==> config.mk <==
export PLATFORM = sky130hd
export DESIGN_NAME = apc_power_config
export DESIGN_NICKNAME = d
export VERILOG_FILES = /design/src/pkg/apc_pkg.sv /design/src/rtl/apc_power_config.sv
export SDC_FILE = /design/constraint.sdc
export NUM_CORES = 1
export LEC_CHECK = 0
export ABC_CLOCK_PERIOD_IN_PS = 1800
export BUFFER_PORTS_ARGS = -buffer_cell sky130_fd_sc_hd__clkbuf_2
export CORE_ASPECT_RATIO = 1.2
export CORE_MARGIN = 4
export CORE_UTILIZATION = 30
export CTS_BUF_LIST = sky130_fd_sc_hd__clkbuf_2 sky130_fd_sc_hd__clkbuf_4 sky130_fd_sc_hd__clkbuf_8
export CTS_CLUSTER_SIZE = 28
export DETAILED_ROUTE_END_ITERATION = 7
export PLACE_DENSITY = 0.51
export SLEW_MARGIN = 20
export SYNTH_ARGS = -nofsm -noshare
export SYNTH_HDL_FRONTEND = slang
export SYNTH_SLANG_ARGS = --single-unit
==> constraint.sdc <==
create_clock -name clk -period 1.8 [get_ports clk]
set_input_delay 0.18 -clock clk [delete_from_list [all_inputs] [get_ports clk]]
set_output_delay 0.18 -clock clk [all_outputs]
set_load 0.01 [all_outputs]
==> src/pkg/apc_pkg.sv <==
package apc_pkg;

  localparam int WORD_W = 16;
  localparam int CNT_W  = 5;

  // Register select codes in the top bits of each serial word
  localparam int          SEL_LO   = 11;
  localparam logic [4:0]  CFG_SEL  = 5'h10;
  localparam logic [4:0]  MODE_SEL = 5'h00;

  // Configuration word fields
  localparam int REF_BIT   = 10;
  localparam int AVG_BIT   = 9;
  localparam int AVERAGE_COUNT_LO   = 7;
  localparam int REPEAT_RESULT_COUNT_LO  = 5;
  localparam int SPM_LO    = 3;

  // Mode control word fields
  localparam int PM_LO     = 2;
  localparam int SOFTWARE_CONVERT_BIT_BIT = 1;

  // Power field codes, shared by the static and automatic fields
  localparam logic [1:0] PWR_NORMAL = 2'h0;
  localparam logic [1:0] PWR_FULL   = 2'h1;
  localparam logic [1:0] PWR_KEEP   = 2'h2;
  localparam logic [1:0] PWR_UNUSED = 2'h3;

  // Frames whose results are discarded after a chip-select wake
  localparam logic [1:0] WAKE_DISCARD = 2'h2;

  // Count decode bases
  localparam logic [5:0] AVG_BASE  = 6'h04;
  localparam logic [4:0] SCAN_STEP = 5'h04;
  localparam logic [5:0] ONE_CONV  = 6'h01;
  localparam logic [4:0] ONE_RES   = 5'h01;

  typedef struct packed {
    logic       ref_diff;
    logic       avg_en;
    logic [1:0] avg_cnt;
    logic [1:0] scan_cnt;
    logic [1:0] static_pwr;
  } apc_cfg_s;

  localparam apc_cfg_s CFG_RESET = '{1'b0, 1'b0, 2'h0, 2'h0, 2'h0};

  typedef struct packed {
    logic core_on;
    logic bias_on;
    logic ref_on;
  } apc_power_s;

  localparam apc_power_s POWER_ALL_ON = '{1'b1, 1'b1, 1'b1};

  typedef enum logic {PS_AWAKE, PS_AUTO_OFF} apc_pwr_state_e;

endpackage

==> src/rtl/apc_power_config.sv <==
`timescale 1ns/1ns

// Overview of operation
// - Three power-down paths: static, automatic with external clock, automatic internal.
// - Static power field nonzero shuts down: full, or partial keeping bias and reference running.
// - External clock, automatic field set: power down at chip-select rise of next frame.
// - External clock: after automatic power-down, wake at next chip-select fall.
// - Internal clock, automatic field set: shut down once all conversions finish.
// - Internal clock: wake on convert-start fall, or frame setting software convert.
// - Automatic field: 00 normal, 01 full shutdown, 10 standby, 11 unused.
// - After chip-select wake, first two frames give no valid result; host discards.
// - Automatic shutdown and standby keep every register's contents.
// - Standby keeps only the bias generator on; full shutdown powers everything down.
// - Select code 10000 in bits 15:11 routes remaining bits to configuration fields.
// - Bit 10, reset 0: 0 single-ended reference, 1 differential reference.
// - Bit 9, reset 0: averaging enable, effective only with internal clock.
// - Bits 8:7 select 4, 8, 16 or 32 conversions averaged per result.
// - Averaging off: exactly one conversion per requested result.
// - Bits 6:5, reset 00: repeat scan result count, only in repeat mode.
// - Repeat codes 00..11 give 4, 8, 12, 16 results.
// - Bits 4:3, reset 00: normal, full, partial keeping reference; 11 unused.
module apc_power_config (
  input  wire logic                clk,
  input  wire logic                nrst,
  input  wire logic                sclk,
  input  wire logic                cs_n,
  input  wire logic                din,
  input  wire logic                convert_start_pin_n,
  input  wire logic                ext_clock_mode,
  input  wire logic                repeat_mode,
  input  wire logic                conv_all_done,
  output apc_pkg::apc_cfg_s        cfg,
  output logic [1:0]               auto_power_field,
  output logic                     reference_source_select,
  output logic                     averaging_active,
  output logic [5:0]               conv_per_result,
  output logic [4:0]               repeat_result_count,
  output apc_pkg::apc_power_s      power,
  output logic                     powered_down,
  output logic                     discard_result,
  output logic                     software_convert_bit
);

  // Pin order in the synchroniser: {convert start, din, chip select, serial clock}
  logic [3:0]                    meta_reg;
  logic [3:0]                    sync_reg;
  logic [3:0]                    last_reg;
  logic [apc_pkg::WORD_W-1:0]    shift_reg;
  logic [apc_pkg::CNT_W-1:0]     bit_cnt_reg;
  apc_pkg::apc_cfg_s             cfg_reg;
  logic [1:0]                    auto_reg;
  logic [1:0]                    auto_next;
  logic                          armed_reg;
  apc_pkg::apc_pwr_state_e       state_reg;
  logic [1:0]                    discard_reg;
  logic                          software_convert_bit_reg;
  apc_pkg::apc_power_s           power_reg;
  logic                          averaging_reg;
  logic [5:0]                    conv_reg;
  logic [4:0]                    scan_reg;

  logic cs_fall;
  logic cs_rise;
  logic sclk_rise;
  logic cnv_fall;
  logic word_full;
  logic cfg_write;
  logic mode_write;
  logic sw_wake;
  logic go_sleep;
  logic go_wake;

  // Pins are asynchronous to clk; the serial clock is only oversampled
  always_ff @(posedge clk or negedge nrst) begin
    if (!nrst) begin
      meta_reg <= 4'hf;
      sync_reg <= 4'hf;
      last_reg <= 4'hf;
    end else begin
      meta_reg <= {convert_start_pin_n, din, cs_n, sclk};
      sync_reg <= meta_reg;
      last_reg <= sync_reg;
    end
  end

  assign cs_fall   = last_reg[1] & ~sync_reg[1];
  assign cs_rise   = ~last_reg[1] & sync_reg[1];
  assign sclk_rise = ~last_reg[0] & sync_reg[0] & ~sync_reg[1];
  assign cnv_fall  = last_reg[3] & ~sync_reg[3];

  // Serial word capture; bits beyond sixteen keep the last sixteen
  always_ff @(posedge clk or negedge nrst) begin
    if (!nrst) begin
      shift_reg   <= '0;
      bit_cnt_reg <= '0;
    end else if (cs_fall) begin
      bit_cnt_reg <= '0;
    end else if (sclk_rise) begin
      shift_reg <= {shift_reg[apc_pkg::WORD_W-2:0], sync_reg[2]};
      if (bit_cnt_reg != apc_pkg::CNT_W'(apc_pkg::WORD_W)) begin
        bit_cnt_reg <= bit_cnt_reg + 5'h01;
      end
    end
  end

  // A short frame is dropped so that no field changes half-written
  assign word_full  = bit_cnt_reg == apc_pkg::CNT_W'(apc_pkg::WORD_W);
  assign cfg_write  = cs_rise & word_full &
                      (shift_reg[apc_pkg::WORD_W-1:apc_pkg::SEL_LO] == apc_pkg::CFG_SEL);
  assign mode_write = cs_rise & word_full &
                      (shift_reg[apc_pkg::WORD_W-1:apc_pkg::SEL_LO] == apc_pkg::MODE_SEL);

  // Configuration fields, applied together at the frame end
  always_ff @(posedge clk or negedge nrst) begin
    if (!nrst) begin
      cfg_reg <= apc_pkg::CFG_RESET;
    end else if (cfg_write) begin
      cfg_reg.ref_diff <= shift_reg[apc_pkg::REF_BIT];
      cfg_reg.avg_en   <= shift_reg[apc_pkg::AVG_BIT];
      cfg_reg.avg_cnt  <= shift_reg[apc_pkg::AVERAGE_COUNT_LO +: 2];
      cfg_reg.scan_cnt <= shift_reg[apc_pkg::REPEAT_RESULT_COUNT_LO +: 2];
      if (shift_reg[apc_pkg::SPM_LO +: 2] != apc_pkg::PWR_UNUSED) begin
        cfg_reg.static_pwr <= shift_reg[apc_pkg::SPM_LO +: 2];
      end
    end
  end

  always_comb begin
    auto_next = auto_reg;
    if (mode_write && shift_reg[apc_pkg::PM_LO +: 2] != apc_pkg::PWR_UNUSED) begin
      auto_next = shift_reg[apc_pkg::PM_LO +: 2];
    end
  end

  assign sw_wake = mode_write & shift_reg[apc_pkg::SOFTWARE_CONVERT_BIT_BIT];

  // The arm flag holds the setting from an earlier frame, so the setting
  // frame itself never powers down
  always_ff @(posedge clk or negedge nrst) begin
    if (!nrst) begin
      auto_reg  <= apc_pkg::PWR_NORMAL;
      armed_reg <= 1'b0;
      software_convert_bit_reg <= 1'b0;
    end else begin
      auto_reg  <= auto_next;
      software_convert_bit_reg <= sw_wake;
      if (cs_rise) begin
        armed_reg <= auto_next != apc_pkg::PWR_NORMAL;
      end
    end
  end

  always_comb begin
    go_sleep = 1'b0;
    go_wake  = 1'b0;
    if (state_reg == apc_pkg::PS_AWAKE) begin
      if (ext_clock_mode) begin
        go_sleep = cs_rise & armed_reg & (auto_next != apc_pkg::PWR_NORMAL);
      end else begin
        go_sleep = conv_all_done & (auto_reg != apc_pkg::PWR_NORMAL);
      end
    end else begin
      if (ext_clock_mode) begin
        go_wake = cs_fall;
      end else begin
        go_wake = cnv_fall | sw_wake;
      end
      if (auto_next == apc_pkg::PWR_NORMAL) begin
        go_wake = 1'b1;
      end
    end
  end

  // Only analog enables drop; every register above keeps its value
  always_ff @(posedge clk or negedge nrst) begin
    if (!nrst) begin
      state_reg <= apc_pkg::PS_AWAKE;
    end else begin
      unique case (state_reg)
        apc_pkg::PS_AWAKE: begin
          if (go_sleep) begin
            state_reg <= apc_pkg::PS_AUTO_OFF;
          end
        end
        apc_pkg::PS_AUTO_OFF: begin
          if (go_wake) begin
            state_reg <= apc_pkg::PS_AWAKE;
          end
        end
      endcase
    end
  end

  // Counts frames, not clocks: each chip-select rise ends one conversion
  always_ff @(posedge clk or negedge nrst) begin
    if (!nrst) begin
      discard_reg <= 2'h0;
    end else if (cs_fall && ext_clock_mode && state_reg == apc_pkg::PS_AUTO_OFF) begin
      discard_reg <= apc_pkg::WAKE_DISCARD;
    end else if (cs_rise && discard_reg != 2'h0) begin
      discard_reg <= discard_reg - 2'h1;
    end
  end

  // Static shutdown overrides the automatic modes
  always_ff @(posedge clk or negedge nrst) begin
    if (!nrst) begin
      power_reg <= apc_pkg::POWER_ALL_ON;
    end else if (cfg_reg.static_pwr == apc_pkg::PWR_FULL) begin
      power_reg <= '{1'b0, 1'b0, 1'b0};
    end else if (cfg_reg.static_pwr == apc_pkg::PWR_KEEP) begin
      power_reg <= '{1'b0, 1'b1, 1'b1};
    end else if (state_reg == apc_pkg::PS_AUTO_OFF) begin
      power_reg <= '{1'b0, auto_reg == apc_pkg::PWR_KEEP, 1'b0};
    end else begin
      power_reg <= apc_pkg::POWER_ALL_ON;
    end
  end

  // Count decodes, registered for the conversion core
  always_ff @(posedge clk or negedge nrst) begin
    if (!nrst) begin
      averaging_reg <= 1'b0;
      conv_reg      <= apc_pkg::ONE_CONV;
      scan_reg      <= apc_pkg::ONE_RES;
    end else begin
      averaging_reg <= cfg_reg.avg_en & ~ext_clock_mode;
      if (cfg_reg.avg_en && !ext_clock_mode) begin
        conv_reg <= apc_pkg::AVG_BASE << cfg_reg.avg_cnt;
      end else begin
        conv_reg <= apc_pkg::ONE_CONV;
      end
      if (repeat_mode) begin
        scan_reg <= apc_pkg::SCAN_STEP * (5'({3'h0, cfg_reg.scan_cnt}) + 5'h01);
      end else begin
        scan_reg <= apc_pkg::ONE_RES;
      end
    end
  end

  assign cfg                     = cfg_reg;
  assign auto_power_field        = auto_reg;
  assign reference_source_select = cfg_reg.ref_diff;
  assign averaging_active        = averaging_reg;
  assign conv_per_result         = conv_reg;
  assign repeat_result_count     = scan_reg;
  assign power                   = power_reg;
  assign powered_down            = state_reg == apc_pkg::PS_AUTO_OFF;
  assign discard_result          = discard_reg != 2'h0;
  assign software_convert_bit    = software_convert_bit_reg;

endmodule // apc_power_config

==> impl_metrics.csv, run 1 <==
group,metric,value,unit
final_layout,final_util,0.4097,
floorplanning,pin_count,38,
final_layout,n_antenna_cell,0,
timing,finalSetupViolations,0,
min_path,holdCritPathClass,"primary input to register",
clock_tree,cts.sinks,60,
floorplanning,initial_utilization,0.3106,
setup_path,cp-startpoint,"shift_reg[12]$_DFFE_PN0P_",
timing,finalCriticalPeriod,1.800,ns
power,power.total,3112,µW
drt,drc_errors,0,
drt,firstDrtPassIters,4,
global_route,overflow,0,
synth,ys_types,36,
global_route,grt_pass1_wl,7728,µm
clock_tree,cts_buffers,9,
drt,drtIter0Drc,75,
setup_path,cp_data_arrival_time,2.05,ns
final_layout,fin_nets,268,
synth,synth_edf_count,0,
setup_path,cp-end-kind,"register",
timing,period_share,0.9998,
floorplanning,die_area,9477,µm²
global_route,track_usage,0.1076,
placed_design,placed_cells,327,
clock_tree,h-tree-depth,3,
placed_design,place_congestion,0.7667,
setup_path,ff2ff_setup_slack,0.0004,ns
timing,final.setup.tns,0,ns
placed_design,io_buffer_count,35,
synth,yosysSeqAreaShare,0.6357,
clock_tree,clock_latency,0.33,ns
setup_path,path_class,"register to register",
synth,syn_area,2394,µm²
setup_path,worst_ep_required_time,2.05,ns
drt,avgViaCountPerCell,4.548,
synth,ys_seq_elements,60,
placed_design,dp_hpwl,3294,µm
timing,hold_viol_final,0,
global_route,antenna_found_initial,0,
global_route,grt_max_degree,18,
timing,hold-worst-slack,0.2491,ns
synth,ys_warn_count,0,
clock_tree,clk_pin_slew,0.06,ns
power,pwr_density_cell,985.5,nW/µm²
synth,async_flop_share,1.000,
setup_path,r2r_start,"shift_reg[12]$_DFFE_PN0P_",
drt,routed_wl,4563,µm
floorplanning,rows,35,
setup_path,worstPathCellList,"or4_4 -> or4_4 -> or2_0 -> a21oi_1",
final_layout,largest_register_ffs,16,
setup_path,max_stage_delay,0.54,ns
floorplanning,die_w,89.54,µm
timing,finalMaxSlewViolations,0,
drt,post_drt_wl_per_cell,12.96,µm
clock_tree,clockRootBuffer,"clkbuf_8",
clock_tree,clockBufferDepth,2,
timing,finalClockSkew,0.009527,ns
status,status,"complete, no violations",
floorplanning,core_area,7707,µm²
final_layout,final_cells,352,
final_layout,areaGrowthSynthToFinish,31.94,%
setup_path,slowest_stage,"or4_4",
final_layout,drive_gt1_frac,0.4577,
setup_path,cp_max_fo,5,
setup_path,endpoint,"auto_power_field[0]$_DFF_PN0_",
run,maxCapViolCount,0,
setup_path,r2r-end,"auto_power_field[0]$_DFF_PN0_",
power,ir_drop,0.3309,mV
setup_path,critPathLaunchType,"register",
timing,rsz0062_at_grt,"yes",
setup_path,crit_top_cell,"or4_4",
setup_path,r2r_cells,4,
clock_tree,cts_tree,"yes",
drt,antenna_left,0,
drt,vias,1601,
floorplanning,die_y,105.8,µm
min_path,whs_path_depth,2,
synth,synthCells,188,
synth,ys.flop_type,"dfrtp_1",
global_route,grt_pass1_vias,1633,
power,leakagePower,0.001537,µW
timing,fmax,555.7,MHz
synth,synth_area_per_cell,12.73,µm²
==> placed cells by master (no fill, tap or decap), types with 2 or more instances in the layout <==
| cell | count |
|---|---|
| clkinv_2 | 3 |
| ha_1 | 3 |
| mux2_2 | 21 |
| o21ai_0 | 6 |
| dlygate4sd3_1 | 6 |
| dfrtp_1 | 44 |
| nor3b_1 | 3 |
| a21oi_1 | 6 |
| dfstp_2 | 16 |
| nor4_2 | 2 |
| nand4_1 | 4 |
| nor3_1 | 2 |
| buf_6 | 2 |
| clkbuf_2 | 35 |
| nor2b_1 | 5 |
| o22a_1 | 2 |
| nand3_1 | 2 |
| inv_1 | 8 |
| clkbuf_8 | 9 |
| a21o_1 | 2 |
| conb_1 | 2 |
| nor2_1 | 17 |
| nand2b_1 | 3 |
| buf_4 | 18 |
| or4_4 | 2 |
| nand2_1 | 11 |
| bufinv_16 | 2 |
| xor2_1 | 3 |
| and2_1 | 2 |
==> cells in the mapped netlist, types with 2 or more instances <==
| master | n | area share |
|---|---|---|
| xor2_1 | 3 | 0.011 |
| nor3b_1 | 4 | 0.013 |
| nand4_1 | 4 | 0.010 |
| nor3_1 | 2 | 0.0042 |
| o22a_1 | 2 | 0.0073 |
| nor2_1 | 17 | 0.027 |
| inv_1 | 9 | 0.014 |
| or4_4 | 2 | 0.0094 |
| nand3_1 | 2 | 0.0042 |
| a21o_1 | 2 | 0.0063 |
| a21oi_1 | 6 | 0.013 |
| ha_1 | 4 | 0.021 |
| nor4_1 | 3 | 0.0078 |
| dfrtp_1 | 44 | 0.46 |
| dfstp_2 | 16 | 0.18 |
| nor2b_1 | 5 | 0.013 |
| clkbuf_1 | 2 | 0.0031 |
| o21ai_0 | 7 | 0.015 |
| nand2_1 | 11 | 0.017 |
| mux2_2 | 21 | 0.099 |
| and2_1 | 2 | 0.0052 |
| buf_4 | 4 | 0.013 |
| nand2b_1 | 3 | 0.0078 |
==> metal layers <==
layer | GRT usage | up-vias | routed length (µm)
met5 | 0 | - | 0
met4 | 0.05745 | 0 | 115
met3 | 0.03518 | 10 | 202
met2 | 0.1647 | 27 | 2237
met1 | 0.1317 | 777 | 2008
li1 | - | 787 | -
==> area by class of cell <==
| cell class | count | area [µm²] |
|---|---|---|
| flip-flops and latches | 60 | 1521 |
| clock inverters | 7 | 91.34 |
| multi-input cells | 113 | 859.6 |
| inverters | 9 | 33.78 |
| clock buffers | 9 | 123.9 |
| well taps | 92 | 115.1 |
| repair buffers | 62 | 412.9 |
| fillers | 759 | 4549 |
==> metrics by stage <==
step                setup slack [ns]  instance area [µm²]
floorplan                   -0.02132                 2404
global placement            -0.01821                 2798
detailed placement          -0.04450                 2798
CTS                         0.002891                 3080
global route                -0.05701                 3158
finish                     0.0004088                 3158
==> how the worst min path moves through the flow <==
stage / endpoint / start
after floorplan: armed_reg$_DFFE_PN0P_ / nrst
after global placement: repeat_result_count[4]$_DFF_PN0_ / nrst
after detailed placement: repeat_result_count[4]$_DFF_PN0_ / nrst
after CTS: conv_per_result[0]$_DFF_PN1_ / ext_clock_mode
after global routing: conv_per_result[0]$_DFF_PN1_ / ext_clock_mode
final: conv_per_result[0]$_DFF_PN1_ / ext_clock_mode
==> cells by family (layout without fill, tap and decap cells) <==
kind of cell / after synthesis / after routing / share of synthesized area
buffers and inverters: 16 / 87 / 0.03189
flip-flops: 60 / 60 / 0.6357
AO/OA/AOI/OAI: 22 / 22 / 0.05907
other: 1 / 2 / 0.001567
XOR/XNOR: 4 / 4 / 0.01464
multiplexers: 21 / 21 / 0.09880
AND/OR/NAND/NOR: 60 / 60 / 0.1375
adder cells (fa/ha/maj): 4 / 4 / 0.02091
==> worst max-delay path: cells and delay by family (launching register included) <==
| family | cells | cell delay [ns] |
|---|---|---|
| flip-flops | 1 | 0.38 |
| AO/OA/AOI/OAI | 1 | 0.14 |
| AND/OR/NAND/NOR | 3 | 1.20 |
==> report_power, final <==
group | internal [µW] | switching (µW) | total, µW
Sequential | 1440 | 72.0 | 1510
Clock | 774 | 528 | 1300
Combinational | 146 | 153 | 300
Total | 2360 | 753 | 3110
==> timing repair <==
action	4_1_cts	5_1_grt
endpoints found under the setup margin	2	11
pin swaps	1	2
buffers inserted	1	1
cloned	0	1
hold buffers	6	0
endpoints found under the hold margin	14	0
resized for setup	0	13
No activity file was read; power rests on OpenSTA's default activity.
==> inputs of run 2 (changes only) <==
--- a/config.mk
+++ b/config.mk
@@ -7,7 +7,6 @@
 export LEC_CHECK = 0
 export ABC_CLOCK_PERIOD_IN_PS = 1800
 export BUFFER_PORTS_ARGS = -buffer_cell sky130_fd_sc_hd__clkbuf_2
-export CORE_ASPECT_RATIO = 1.2
 export CORE_MARGIN = 4
 export CORE_UTILIZATION = 30
 export CTS_BUF_LIST = sky130_fd_sc_hd__clkbuf_2 sky130_fd_sc_hd__clkbuf_4 sky130_fd_sc_hd__clkbuf_8
==> run 2 against run 1 <==
  * The flow now finishes with violations (setup timing)
  * Power down 4.8%
  * Critical path depth is the same
  * Sequential share of layout area up 1.7 points
  * Fmax shrank 2.4%
  * Clock power is 8% lower
  * Setup slack worse by 0.045 ns
  * Clock skew decreased by 0.0014 ns
  * Non-clock buffer count decreased by 8
  * Sequential cell count unchanged
  * Sequential power is essentially flat
  * Die area about the same
  * Count of clock-buffer cells in the layout rose by 3
  * Critical path type unchanged
  * Critical endpoint unchanged
  * Largest cell class unchanged
  * Highest routed layer unchanged
==> impl_metrics.csv, run 2 (same netlist as run 1, synthesis figures left out) <==
group,metric,value,unit
timing,finalClockSkew,0.008117,ns
timing,finalSetupViolations,2,
global_route,overflow,0,
placed_design,dp_hpwl,2969,µm
clock_tree,clk_pin_slew,0.06,ns
drt,drc_errors,0,
floorplanning,die_y,97.32,µm
final_layout,final_cells,354,
final_layout,final_area,3052,µm²
status,violations,"setup timing",
timing,period_share,1.025,
setup_path,crit_top_cell,"or4_4",
min_path,whs_path_depth,2,
setup_path,r2r_start,"shift_reg[12]$_DFFE_PN0P_",
setup_path,slowest_stage,"or4_4",
drt,firstDrtPassIters,4,
final_layout,largest_register_ffs,16,
timing,rsz0062_at_grt,"yes",
min_path,holdCritPathClass,"primary input to register",
power,power.total,2963,µW
placed_design,placed_cells,332,
floorplanning,die_area,9471,µm²
drt,post_drt_wl_per_cell,12.13,µm
clock_tree,post_cts_buffers,0,
final_layout,final_cell_mix,"dfrtp_1, clkbuf_2, mux2_2",
power,ir_drop,0.3659,mV
status,status,"complete, but fails checks",
power,p_sw_frac,0.2412,
setup_path,r2r-end,"auto_power_field[0]$_DFF_PN0_",
timing,hold-worst-slack,0.2526,ns
drt,avgViaCountPerCell,4.472,
timing,fmax,542.1,MHz
timing,setup_ws,-0.04458,ns
clock_tree,h-tree-depth,3,
power,p_seq_frac,0.510,
setup_path,ff2ff_setup_slack,-0.04,ns
run,maxCapViolCount,0,
setup_path,cp_data_arrival_time,2.11,ns
final_layout,areaGrowthSynthToFinish,27.50,%
floorplanning,pin_count,38,
setup_path,crit_family,"simple AND/OR/NAND/NOR gates",
min_path,hold_end,"conv_per_result[0]$_DFF_PN1_",
final_layout,fin_nets,260,
placed_design,place_congestion,0.7420,
floorplanning,rows,32,
clock_tree,cts_tree,"yes",
power,leakagePower,0.001484,µW
setup_path,critPathLaunchType,"register",
placed_design,placed_area,2785,µm²
clock_tree,clock_latency,0.33,ns
power,p_int,2248,µW
power,p_clk_frac,0.403,
final_layout,drive_gt1_frac,0.4206,
power,switching_power,714.8,µW
final_layout,n_antenna_cell,0,
drt,antenna_left,0,
setup_path,max_stage_delay,0.54,ns
timing,hold_viol_final,0,
setup_path,path_buf_inv,0,
power,pwr_density_cell,971.0,nW/µm²
timing,finalMaxSlewViolations,0,
drt,vias,1583,
setup_path,r2r_cells,4,
clock_tree,clockRootBuffer,"clkbuf_8",
clock_tree,cts.sinks,60,
clock_tree,clockBufferDepth,2,
global_route,grt_pass1_vias,1612,
setup_path,worstPathCellList,"or4_4 -> or4_4 -> or2_0 -> a21oi_1",
setup_path,cp-end-kind,"register",
timing,final.setup.tns,-0.05677,ns
global_route,grt_max_degree,61,
global_route,track_usage,0.1030,
min_path,hp-start,"ext_clock_mode",
floorplanning,die_w,97.32,µm
floorplanning,initial_utilization,0.3097,
setup_path,cp.depth,4,
floorplanning,core_area,7727,µm²
setup_path,worst_ep_required_time,2.06,ns
global_route,antenna_found_initial,0,
final_layout,layout_commonest_cell,"dfrtp_1",
clock_tree,cts_buffers,9,
drt,drtIter0Drc,58,
setup_path,cp_max_fo,5,
global_route,grt_pass1_wl,7817,µm
power,p_comb_frac,0.087,
timing,finalCriticalPeriod,1.845,ns
placed_design,io_buffer_count,35,
drt,routed_wl,4294,µm
setup_path,path_class,"register to register",
run 2: per-stage QoR:
step	util	setup WS [ns]
floorplan	-	-0.02132
global placement	0.3604	-0.01976
detailed placement	0.3604	-0.03444
CTS	0.3936	-0.05008
global route	0.3949	-0.1002
finish	0.3949	-0.04458
run 2: what timing repair did:
action / in CTS / in global routing
hold buffers: 6 / 0
endpoints found under the hold margin: 49 / 0
endpoints found under the setup margin: 2 / 9
gates resized for setup: 0 / 2
pin swaps: 0 / 0
run 2: how the worst max path moves through the flow:
stage	endpoint	startpoint
floorplan	auto_power_field[0]$_DFF_PN0_	shift_reg[12]$_DFFE_PN0P_
finish	auto_power_field[0]$_DFF_PN0_	shift_reg[12]$_DFFE_PN0P_
detailed placement	auto_power_field[0]$_DFF_PN0_	shift_reg[12]$_DFFE_PN0P_
CTS	auto_power_field[0]$_DFF_PN0_	shift_reg[12]$_DFFE_PN0P_
global placement	auto_power_field[0]$_DFF_PN0_	shift_reg[12]$_DFFE_PN0P_
global route	auto_power_field[0]$_DFF_PN0_	shift_reg[12]$_DFFE_PN0P_
run 2: final cells by class:
type / instances / area (µm²)
clock buffers: 12 / 146.4
repair buffers: 54 / 361.6
flip-flops and latches: 60 / 1521
multi-input cells: 113 / 810.8
clock inverters: 4 / 50.05
fillers: 767 / 4676
inverters: 9 / 33.78
well taps: 102 / 127.6
run 2: metal layers:
metal,wire length [µm],track usage
met5,0,0
met4,126,0.06709
met3,193,0.02584
met2,1870,0.1476
met1,2104,0.1378
run 2: power by group through the flow:
stage / combinational [µW] / sequential [µW] / clock, µW
floorplan: 184 / 1500 / 0
global placement: 251 / 1540 / 0
detailed placement: 253 / 1540 / 0
CTS: 266 / 1510 / 1240
global route: 307 / 1530 / 1300
finish: 258 / 1510 / 1190
